**config.mk**
```make
export PLATFORM = sky130hd
export DESIGN_NAME = tos_top
export DESIGN_NICKNAME = d
export VERILOG_FILES = /design/src/tos_pkg.sv /design/src/tos_top.sv /design/src/tos_sig_rom.sv
export SDC_FILE = /design/constraint.sdc
export NUM_CORES = 1
export LEC_CHECK = 0
export ABC_CLOCK_PERIOD_IN_PS = 2200
export BUFFER_PORTS_ARGS = -buffer_cell sky130_fd_sc_hd__buf_2
export CORE_MARGIN = 2
export CORE_UTILIZATION = 48
export CTS_CLUSTER_DIAMETER = 40
export DETAILED_ROUTE_END_ITERATION = 12
export PLACE_DENSITY = 0.79
export REMOVE_ABC_BUFFERS = 1
export SYNTH_ARGS = -nofsm -noshare
export SYNTH_HDL_FRONTEND = slang
export SYNTH_SLANG_ARGS = --single-unit
```
**constraint.sdc**
```tcl
create_clock -name ref_clk -period 2.2 [get_ports ref_clk]
set_clock_uncertainty 0.1 [all_clocks]
set_input_delay 0.11 -clock ref_clk [delete_from_list [all_inputs] [get_ports ref_clk]]
set_output_delay 0.11 -clock ref_clk [all_outputs]
set_load 0.01 [all_outputs]
```
**src/tos_pkg.sv**
```systemverilog
// package for the test observe and self-test block
// assumes one 10 MHz clock, async active-high reset, no register bus
// Operation
// - when armed, crc calc command starts self test instead of crc
// - self test leaves exactly 64 signature bytes in the fifo
// - 5-bit group select routes one of two signal sets onto data pins
// - group 07h: rx stream, collision, valid, stop, receiver reset; d1 reserved; collision is shown at 106 kBd only, else zero
// - group 0dh: stable osc, osc divided by 8, raw osc; rest reserved; d2 carries osc divided by 2 in place of raw osc
// - 4-bit aux source codes: off, own dac, correlation, min level, adc i, adc q
// - codes 1010 high, 1011 low, tx, rx, subcarrier, test bus line; others reserved
// - 106 kBd: rx active excludes start bits, tx active includes them
// - higher rates: both flags only over data and crc bits
// - 3-bit line select feeds aux test bus source; 06h picks d6
// - test dac registers set aux dac levels, codes up to 3fh
// - prbs9 or prbs15 selected: transmit command sends it with framing added
package tos_pkg;
   localparam logic [7:0] TOS_ARM_CODE = 8'h09;
   localparam logic [4:0] TOS_GRP_RX = 5'h07;
   localparam logic [4:0] TOS_GRP_OSC = 5'h0d;
   localparam logic [3:0] TOS_SRC_OFF = 4'h0;
   localparam logic [3:0] TOS_SRC_DAC = 4'h1;
   localparam logic [3:0] TOS_SRC_CORR = 4'h2;
   localparam logic [3:0] TOS_SRC_MIN = 4'h4;
   localparam logic [3:0] TOS_SRC_ADCI = 4'h5;
   localparam logic [3:0] TOS_SRC_ADCQ = 4'h6;
   localparam logic [3:0] TOS_SRC_HIGH = 4'ha;
   localparam logic [3:0] TOS_SRC_LOW = 4'hb;
   localparam logic [3:0] TOS_SRC_TX = 4'hc;
   localparam logic [3:0] TOS_SRC_RX = 4'hd;
   localparam logic [3:0] TOS_SRC_SUBC = 4'he;
   localparam logic [3:0] TOS_SRC_LINE = 4'hf;
   localparam logic [5:0] TOS_DAC_MAX = 6'h3f;
   localparam int TOS_SIG_LEN = 64;
   localparam logic [6:0] TOS_SIG_LAST = 7'h3f;
   localparam logic [1:0] TOS_DIV_LAST = 2'h3;
   localparam logic [1:0] TOS_PRBS_OFF = 2'h0;
   localparam logic [1:0] TOS_PRBS_9 = 2'h1;
   localparam logic [1:0] TOS_PRBS_15 = 2'h2;
   localparam logic [14:0] TOS_LFSR_SEED = 15'h7fff;
   // arbitrary neutral silicon version
   localparam logic [7:0] TOS_VERSION = 8'h5a;

   typedef enum logic [2:0] {
      TOS_ST_IDLE = 3'b001,
      TOS_ST_RUN = 3'b010,
      TOS_ST_DONE = 3'b100
   } tos_state_t;

   typedef struct packed {
      logic rx_data;
      logic rx_coll;
      logic rx_valid;
      logic rx_stop;
      logic receiver_reset;
   } tos_rx_probe_t;

   typedef struct packed {
      logic [5:0] correlation_probe;
      logic [5:0] min_level_probe;
      logic [5:0] adc_i;
      logic [5:0] adc_q;
   } tos_analog_t;

   typedef struct packed {
      logic tx_on;
      logic tx_start_bit;
      logic tx_parity_bit;
      logic rx_on;
      logic rx_start_bit;
      logic rx_parity_bit;
      logic rate_106;
   } tos_frame_t;
endpackage

```
**src/tos_top.sv**
```systemverilog
// test observe and self-test logic: self test, test bus, aux selectors, prbs
// assumes synchronous probe inputs and that software keeps its own sequence
`timescale 1ns/100ps
module tos_top
   import tos_pkg::*;
(
   input wire logic ref_clk,
   input wire logic rst,
   input wire logic ce,
   input wire logic [7:0] self_test_control_reg,
   input wire logic crc_calc_command,
   input wire logic transmit_command,
   input wire logic [4:0] test_bus_group_select,
   input wire logic [2:0] test_bus_line_select,
   input wire logic [1:0] prbs_select,
   input wire logic [3:0] aux_a_source_select,
   input wire logic [3:0] aux_b_source_select,
   input wire logic [5:0] test_dac_a_reg,
   input wire logic [5:0] test_dac_b_reg,
   input wire tos_rx_probe_t rx_probe,
   input wire tos_analog_t analog_probe,
   input wire tos_frame_t frame,
   input wire logic osc_stable,
   input wire logic subcarrier_detected,
   output logic [6:1] data_pin_out,
   output logic [6:1] data_pin_oe,
   output logic [5:0] aux_pin_a,
   output logic aux_pin_a_oe,
   output logic [5:0] aux_pin_b,
   output logic aux_pin_b_oe,
   output logic crc_start,
   output logic fifo_wr,
   output logic [7:0] fifo_wdata,
   output logic self_test_busy,
   output logic self_test_done,
   output logic prbs_bit,
   output logic prbs_active
);
   tos_state_t st_q, st_d;
   logic [6:0] cnt_q, cnt_d;
   logic wr_pend_q, wr_pend_d;
   logic crc_start_d, fifo_wr_d;
   logic [7:0] fifo_wdata_d;
   logic [5:0] rom_addr;
   logic [7:0] rom_data;

   assign rom_addr = cnt_d[5:0];

   tos_sig_rom u_rom (
      .ref_clk(ref_clk),
      .rst(rst),
      .ce(ce),
      .addr(rom_addr),
      .rdata(rom_data)
   );

   // self-test sequencer
   always_comb
   begin
      st_d = st_q;
      cnt_d = cnt_q;
      wr_pend_d = 1'b0;
      fifo_wr_d = 1'b0;
      fifo_wdata_d = fifo_wdata;
      crc_start_d = 1'b0;
      case (st_q)
         TOS_ST_IDLE:
         begin
            if (crc_calc_command && self_test_control_reg == TOS_ARM_CODE)
            begin
               st_d = TOS_ST_RUN;
               cnt_d = 7'h00;
               wr_pend_d = 1'b1;
            end
            else if (crc_calc_command)
               crc_start_d = 1'b1;
         end
         TOS_ST_RUN:
         begin
            if (wr_pend_q)
            begin
               fifo_wr_d = 1'b1;
               fifo_wdata_d = rom_data;
               if (cnt_q == TOS_SIG_LAST)
                  st_d = TOS_ST_DONE;
               else
                  cnt_d = cnt_q + 7'h01;
            end
            else
               wr_pend_d = 1'b1;
         end
         TOS_ST_DONE:
         begin
            if (self_test_control_reg != TOS_ARM_CODE)
               st_d = TOS_ST_IDLE;
            else if (crc_calc_command)
            begin
               st_d = TOS_ST_RUN;
               cnt_d = 7'h00;
               wr_pend_d = 1'b1;
            end
         end
         default:
            st_d = TOS_ST_IDLE;
      endcase
   end

   always_ff @(posedge ref_clk or posedge rst)
   begin
      if (rst)
      begin
         st_q <= TOS_ST_IDLE;
         cnt_q <= 7'h00;
         wr_pend_q <= 1'b0;
         fifo_wr <= 1'b0;
         fifo_wdata <= 8'h00;
         crc_start <= 1'b0;
         self_test_busy <= 1'b0;
         self_test_done <= 1'b0;
      end
      else if (ce)
      begin
         st_q <= st_d;
         cnt_q <= cnt_d;
         wr_pend_q <= wr_pend_d;
         fifo_wr <= fifo_wr_d;
         fifo_wdata <= fifo_wdata_d;
         crc_start <= crc_start_d;
         self_test_busy <= (st_d == TOS_ST_RUN);
         self_test_done <= (st_d == TOS_ST_DONE);
      end
   end

   // oscillator divide by 8 and prbs generator
   logic [1:0] div_q, div_d;
   logic div8_q, div8_d;
   logic [14:0] lfsr_q, lfsr_d;
   logic prbs_on_q, prbs_on_d;
   logic prbs_bit_d;

   always_comb
   begin
      div_d = div_q + 2'h1;
      div8_d = div8_q;
      if (div_q == TOS_DIV_LAST)
         div8_d = ~div8_q;
      prbs_on_d = prbs_on_q;
      lfsr_d = lfsr_q;
      prbs_bit_d = prbs_bit;
      if (prbs_select == TOS_PRBS_OFF)
         prbs_on_d = 1'b0;
      else if (transmit_command)
      begin
         prbs_on_d = 1'b1;
         lfsr_d = TOS_LFSR_SEED;
      end
      // framing bits are inserted by the transmitter, lfsr holds meanwhile
      else if (prbs_on_q && frame.tx_on && !frame.tx_start_bit && !frame.tx_parity_bit)
      begin
         if (prbs_select == TOS_PRBS_9)
         begin
            prbs_bit_d = lfsr_q[8];
            lfsr_d = {6'h00, lfsr_q[7:0], lfsr_q[8] ^ lfsr_q[4]};
         end
         else
         begin
            prbs_bit_d = lfsr_q[14];
            lfsr_d = {lfsr_q[13:0], lfsr_q[14] ^ lfsr_q[13]};
         end
      end
   end

   always_ff @(posedge ref_clk or posedge rst)
   begin
      if (rst)
      begin
         div_q <= 2'h0;
         div8_q <= 1'b0;
         lfsr_q <= TOS_LFSR_SEED;
         prbs_on_q <= 1'b0;
         prbs_bit <= 1'b0;
         prbs_active <= 1'b0;
      end
      else if (ce)
      begin
         div_q <= div_d;
         div8_q <= div8_d;
         lfsr_q <= lfsr_d;
         prbs_on_q <= prbs_on_d;
         prbs_bit <= prbs_bit_d;
         prbs_active <= prbs_on_d;
      end
   end

   // test bus routing and activity flags
   logic [6:1] tbus;
   logic [6:1] tbus_oe;
   logic tx_act, rx_act, line_bit;
   logic [7:0] tbus_ext;

   always_comb
   begin
      tbus = 6'h00;
      tbus_oe = 6'h00;
      case (test_bus_group_select)
         TOS_GRP_RX:
         begin
            tbus = {rx_probe.rx_data, rx_probe.rx_coll & frame.rate_106, rx_probe.rx_valid,
                    rx_probe.rx_stop, rx_probe.receiver_reset, 1'b0};
            tbus_oe = 6'b111110;
         end
         TOS_GRP_OSC:
         begin
            tbus = {osc_stable, div8_q, 2'b00, div_q[0], 1'b0}; // clock divided by 2, toggling at flop rate
            tbus_oe = 6'b110010;
         end
         default:
         begin
            tbus = 6'h00;
            tbus_oe = 6'h00;
         end
      endcase
      // rx excludes start bits always; parity only counts at 106 kBd
      rx_act = frame.rx_on && !frame.rx_start_bit
               && (frame.rate_106 || !frame.rx_parity_bit);
      tx_act = frame.tx_on && (frame.rate_106
               || (!frame.tx_start_bit && !frame.tx_parity_bit));
      tbus_ext = {1'b0, tbus, 1'b0}; // lines 0 and 7 read as zero
      line_bit = tbus_ext[test_bus_line_select];
   end

   function automatic logic [6:0] tos_aux_mux(input logic [3:0] sel, input logic [5:0] dac,
                                              input tos_analog_t an, input logic tx,
                                              input logic rx, input logic subc,
                                              input logic lb);
      logic [6:0] r;
      r = 7'h00;
      case (sel)
         TOS_SRC_DAC: r = {1'b1, dac};
         TOS_SRC_CORR: r = {1'b1, an.correlation_probe};
         TOS_SRC_MIN: r = {1'b1, an.min_level_probe};
         TOS_SRC_ADCI: r = {1'b1, an.adc_i};
         TOS_SRC_ADCQ: r = {1'b1, an.adc_q};
         TOS_SRC_HIGH: r = {1'b1, TOS_DAC_MAX};
         TOS_SRC_LOW: r = 7'h40;
         TOS_SRC_TX: r = {1'b1, {6{tx}}};
         TOS_SRC_RX: r = {1'b1, {6{rx}}};
         TOS_SRC_SUBC: r = {1'b1, {6{subc}}};
         TOS_SRC_LINE: r = {1'b1, {6{lb}}};
         default: r = 7'h00;
      endcase
      return r;
   endfunction

   always_ff @(posedge ref_clk or posedge rst)
   begin
      if (rst)
      begin
         data_pin_out <= 6'h00;
         data_pin_oe <= 6'h00;
         {aux_pin_a_oe, aux_pin_a} <= 7'h00;
         {aux_pin_b_oe, aux_pin_b} <= 7'h00;
      end
      else if (ce)
      begin
         data_pin_out <= tbus;
         data_pin_oe <= tbus_oe;
         {aux_pin_a_oe, aux_pin_a} <= tos_aux_mux(aux_a_source_select, test_dac_a_reg,
            analog_probe, tx_act, rx_act, subcarrier_detected, line_bit);
         {aux_pin_b_oe, aux_pin_b} <= tos_aux_mux(aux_b_source_select, test_dac_b_reg,
            analog_probe, tx_act, rx_act, subcarrier_detected, line_bit);
      end
   end
endmodule

```
**src/tos_sig_rom.sv**
```systemverilog
// signature memory of the self test, 64 bytes, registered read data
// assumes a constant table, address held stable by the caller
`timescale 1ns/100ps
module tos_sig_rom
   import tos_pkg::*;
(
   input wire logic ref_clk,
   input wire logic rst,
   input wire logic ce,
   input wire logic [5:0] addr,
   output logic [7:0] rdata
);
   logic [7:0] rdata_d;

   // signature: table stepped by an lfsr, seeded by the silicon version
   always_comb
   begin
      logic [7:0] v;
      v = TOS_VERSION ^ {2'h0, addr};
      for (int i = 0; i < 4; i++)
      begin
         v = {v[6:0], v[7] ^ v[5] ^ v[4] ^ v[3]};
      end
      rdata_d = v;
   end

   always_ff @(posedge ref_clk or posedge rst)
   begin
      if (rst)
         rdata <= 8'h00;
      else if (ce)
         rdata <= rdata_d;
   end
endmodule

```
# [Word level (Yosys, flattened, before mapping)]
# Index checks and enable logic that the tools add are counted.
[classes] addsub=2 multipliers=0 n_div=0 n_lt_le_gt_ge=1 eq_ne=39 n_shift=0 mux=33 bitwise_logic=18 reduce_logical=24
[ops] op="$pmux W7 S11" count=2
[ops] op="$eq A4 B4 Y1 const B" count=12
[ops] op="$mux W15" count=3
[ops] op="$mux W7" count=5
[ops] op="$eq A4 B3 Y1 const B" count=6
[ops] op="$pmux W6 S2" count=2
[ops] op="$pmux W7 S3" count=1
[ops] op="$mux W3" count=5
[ops] op="$xor A1 B1 Y1" count=13
[ops] op="$mux W1" count=12
[ops] op="$ne A2 B2 Y1 const B" count=5
[ops] op="$pmux W3 S3" count=1
[ops] op="$eq A4 B1 Y1 const B" count=2
[ops] op="$eq A4 B2 Y1 const B" count=2
[ops] op="$eq A8 B4 Y1 const B" count=1
[ops] op="$logic_and A1 B1 Y1" count=8
[ops] op="$ne A8 B4 Y1 const B" count=1
[ops] op="$add A7 B1 Y7 const B" count=1
[ops] op="$eq A7 B6 Y1 const B" count=1
[ops] op="$reduce_and A7 Y1" count=1
[ops] op="$eq A3 B2 Y1 const B" count=2
[ops] op="$eq A3 B3 Y1 const B" count=2
[ops] op="$reduce_and A3 Y1" count=2
[ops] op="$eq A5 B3 Y1 const B" count=1
[ops] op="other kinds (18)" count=26
[word_totals] ff_bits=77 latchBits=0 ram_bits=0 romBits=0 inputBits=81 mem_count=0

# [Logic depth before layout (Yosys ltp)]
[logic_depth] word_depth=8 ltp_mapped=7

# [Cells and area by module]
# From an unflattened synthesis, not the netlist that was laid out.
[hier_totals] cells_unflattened=442 hier_area_um2=4274.1
[by_module_without_submodules] mod="tos_top" n_inst=1 cells_per_inst=410 area_each_um2=3887.5
[by_module_without_submodules] mod="tos_sig_rom" n_inst=1 cells_per_inst=32 area_each_um2=386.6

# [Worst setup path after synthesis]
# Ideal clock, no wire load.
[synth_timing] path_type="reg2reg" start="register cnt_q[1]" end="register u_rom.rdata[0]" arrival_time_ns=1.951 required_time_ns=1.976 setup_slack_ns=0.025 stages_incl_launch_ff=8 n_path_buf=0 period_less_slack_ns=2.175 cell_sequence="dfrtp_1 > ha_1 > and3_1 > and3_2 > a211oi_4 > a21oi_1 > o211a_1 > a211o_1"
[synth_via] elab_chain_len=8
[synth_lines] element="start: declaration" line="tos_top.sv:40" rtl="logic [6:0] cnt_q, cnt_d;"
[synth_lines] element="start signal: assignment" line="tos_top.sv:124" rtl="cnt_q <= cnt_d;"
[synth_lines] element="$add A7 B1 Y7 or $eq A7 B6 Y1 (tied branches)" line="tos_top.sv:87, tos_top.sv:84"
[synth_lines] element="$mux W7" line="tos_top.sv:84" rtl="if (cnt_q == TOS_SIG_LAST)"
[synth_lines] element="$mux W7" line="tos_top.sv:80" rtl="if (wr_pend_q)"
[synth_lines] element="$pmux W7 S3 (*)" line="tos_top.sv:66" rtl="case (st_q)"
[synth_lines] element="$not A3 Y4 (no line)"
[synth_lines] element="$xor A1 B1 Y1 (2 in a row)" line="tos_sig_rom.sv:22" rtl="v = {v[6:0], v[7] ^ v[5] ^ v[4] ^ v[3]};"
[synth_lines] element="$xor A1 B1 Y1 (*)" line="tos_sig_rom.sv:22"
[synth_lines] element="end signal: assignment" line="tos_sig_rom.sv:32" rtl="rdata <= rdata_d;"
[synth_lines] element="end: declaration" line="tos_sig_rom.sv:11" rtl="output logic [7:0] rdata"
# Every way passes the cells marked *; elsewhere a longest branch is shown, timed or not. The select of a mux whose other input is x is not followed.
# A chain may end at the register's enable or synchronous reset.

# [Final worst setup path]
[layout_timing] start="register cnt_q[0]" end="register u_rom.rdata[0]"
# Same word-level chain as after synthesis.

==> key figures <==
Global routing
  – Antenna violations before repair: 0
  – Largest net degree at the start of global routing: 35
  – First-pass GRT wire length: about 19000 um
  – Vias in the first global route: between 3000 and 4000
  – Gr ovfl total: 0
  – Total track usage: a little under a quarter

Clock network
  – CTS buffer count: 9
  – CTS tree: yes
  – Htree depth: 3
  – Worst-Skew Late Latency: 340 ps
  – Max Buffers Root-to-Sink: 2
  – CTS Root Cell: clkbuf_8
  – CTS Sinks: 70
  – Clk slew on worst S/H paths: roughly 80 ps

Pwr
  – Total power: a little under 4 mW
  – Internal power: approximately 2.7 mW
  – Leakage power: 2.42 nW
  – Flop pwr share: 42.5%
  – Peak VDD IR: a little under 0.5 mV
  – Clock power share: 26.2%
  – Power density cells: ~740 nW/um^2
  – Combinational share of power: 31.2%
  – Sw power: around 1.3 mW
  – Sw Ratio: between 30% and 40%

Yosys
  – Unique masters post-synth: 70
  – Post-synth top cells: dfrtp_1 (54), nor2_1 (39), a21oi_1 (34), nand2_1 (33), o21ai_0 (32)
  – Mapped Area: roughly 4200 um^2
  – Number of flops mapped to enable cells by yosys: 0
  – Top post-synthesis cells by area: dfrtp_1 (32%), dfstp_2 (9.9%), mux2_2 (5.8%)
  – Cell accounting for the most synthesized area: dfrtp_1
  – Synth Warn #: 0
  – Synth top area share: between 30% and 40%
  – Seq/Total Area, Yosys: 41.8%
  – Top_reg_cell synth: dfrtp_1
  – Mapped Cells: approximately 450
  – Synth Register Bits: 70
  – Ys async rst share: between 90% and 100%
  – Count leader, synth: dfrtp_1
  – Syn Area/Cell: 9.38 um^2

Finish
  – Final non-filler cell area: roughly 5300 um^2
  – Inserted Diodes: 0
  – Layout Nets: ~670
  – Share of post-route cells with drive strength above 1: about 37%
  – Area growth syn-to-layout: 24.9%
  – Post-Layout Cell Count: 696

Placed design
  – RD Place Congestion: ~0.94
  – Placed insts: between 600 and 700
  – Placement Cell Area: approximately 5000 um^2
  – Port Buffers: 118
  – Detailed placement HPWL: about 8600 um

Timing
  – Setup repair after global routing missed its margin: true
  – Final worst path period share: 98.3%
  – Setup_tns: 0 ps
  – Final Setup Violations: 0
  – Final min period: roughly 2200 ps
  – Hold slack final: roughly 63 ps
  – Relative max-transition margin: 50.7%
  – Fmax: around 0.46 GHz
  – Slew Limit Fails: 0
  – Tightest Pin Transition: between 700 and 800 ps
  – Fin. Hold Viols: 0

Setup path
  – Crit end category: register
  – Arrival time worst endpoint: between 2000 and 2500 ps
  – Worst R2R Setup Slack: roughly 37 ps
  – Crit-path max FO: 4
  – Worst endpoint required time: between 2000 and 2500 ps
  – CP Launch Type: register
  – Crit path kind: reg -> reg

Detailed routing
  – Pre-antenna DRT Iters: 5
  – WL/cell: 16.3 um
  – DR iter-0 viols: 255
  – Post-route antenna net violation count: 0
  – DRC Markers: 0
  – Vias: ~4000
  – DR vias/cell: about 5.7
  – Drt total wl: 11300 um

Floorplan
  – CORE AREA: ~8600 um^2
  – Die width: 98.0 um
  – Die area: 9600 um^2
  – Row count: 34
  – Die Y: between 90 and 100 um
  – Starting density of the core: about half
  – # IOs: 121

Status
  – Status: complete, no violations

Hold path
  – Tightest Hold Check Type: in -> reg

Job
  – Number of max-cap violations: 0
## worst max-delay path, stage by stage, from the launching register on
cell and delay, ps:
dfrtp_1 390, ha_1 210, and3_1 220, and3_2 270
a211oi_4 290, a21oi_1 100, o211a_1 220, a211o_1 260
## power by group through the flow
stage | registers (mW) | clock network (mW) | logic [mW]
2_1_floorplan | 1.72 | 0 | 0.658
3_3_place_gp | 1.69 | 0 | 1.18
3_5_place_dp | 1.69 | 0 | 1.20
4_1_cts | 1.67 | 1.06 | 1.22
5_1_grt | 1.70 | 1.14 | 1.35
6_report | 1.67 | 1.03 | 1.23
## worst paths after layout
path	startpoint	end	depth (start not counted)
max	cnt_q[0]$_DFFE_PP0P_	u_rom.rdata[0]$_DFFE_PP0P_	7
min	rx_probe[3]	data_pin_out[5]$_DFFE_PP0P_	3
max reg2reg	cnt_q[0]$_DFFE_PP0P_	u_rom.rdata[0]$_DFFE_PP0P_	7
min reg2reg	div8_q$_DFFE_PP0P_	div8_q$_DFFE_PP0P_	1
max in group asynchronous	rst	lfsr_q[1]$_DFFE_PP1P_	4
min in group asynchronous	rst	data_pin_oe[5]$_DFFE_PP0P_	3
## registers in the layout, indices dropped and copies added, names as in the netlist, 2 cells and up
register,flops
data_pin_out,5
st_q,3
lfsr_q,15
fifo_wdata,8
cnt_q,7
aux_pin_a,6
u_rom.rdata,6
div_q,2
aux_pin_b,6
data_pin_oe,2
## cells in the final DEF (no fill, tap or decap), drive strengths merged, types with 7 or more instances in the layout
cell type    netlist  final
dlygate4sd3        0      7
o221ai            13     13
mux2i              8      8
o21ai             34     34
dfstp             16     16
o211ai             9      9
xnor2              7      7
inv               23     23
clkbuf            15     10
buf               16    143
dfrtp             54     54
mux2              23     23
a21oi             35     35
nand3             10     10
nand2             33     33
nor2b             12     12
nor2              39     39
o22a               9      9
## cell type report
type | count | area (um^2)
well taps | 108 | 135
repair buffers | 150 | 861
flip-flops and latches | 70 | 1770
multi-input cells | 328 | 2240
clock inverters | 6 | 61.3
fillers | 767 | 3340
clock buffers | 10 | 138
inverters | 24 | 90.1
## per-layer routing
layer	share of wire (%)	wire, um	global-route usage, %	vias up
met4	1.6	183	6.30	0
met2	50	5640	40.3	135
met3	5.1	575	5.51	21
met1	43	4930	30.7	1911
met5	0	0	0	-
li1	-	-	-	1900
## metrics by stage
step	setup WS, ps	util, %
after floorplan	-28.3	-
after global placement	68.0	57.8
after detailed placement	56.9	57.8
after CTS	34.9	60.9
after global routing	-64.3	61.3
final	37.0	61.3
## logic make-up (layout without fill, tap and decap cells)
| kind of cell | after synthesis | after routing | synth area share (%) |
|---|---|---|---|
| AO/OA/AOI/OAI | 146 | 146 | 23.6 |
| XOR/XNOR | 13 | 13 | 3.13 |
| adder cells (fa/ha/maj) | 2 | 2 | 0.590 |
| buffers and inverters | 55 | 190 | 5.73 |
| flip-flops | 70 | 70 | 41.8 |
| multiplexers | 31 | 31 | 8.09 |
| other | 1 | 2 | 0.0885 |
| AND/OR/NAND/NOR | 134 | 134 | 17.0 |
## repair_timing
item	in CTS	in global routing
setup buffers	0	3
hold buffers	7	0
hold endpoints to repair	33	0
setup endpoints to repair	0	4
resized for setup	0	3
(Power assumes the default switching activity.)
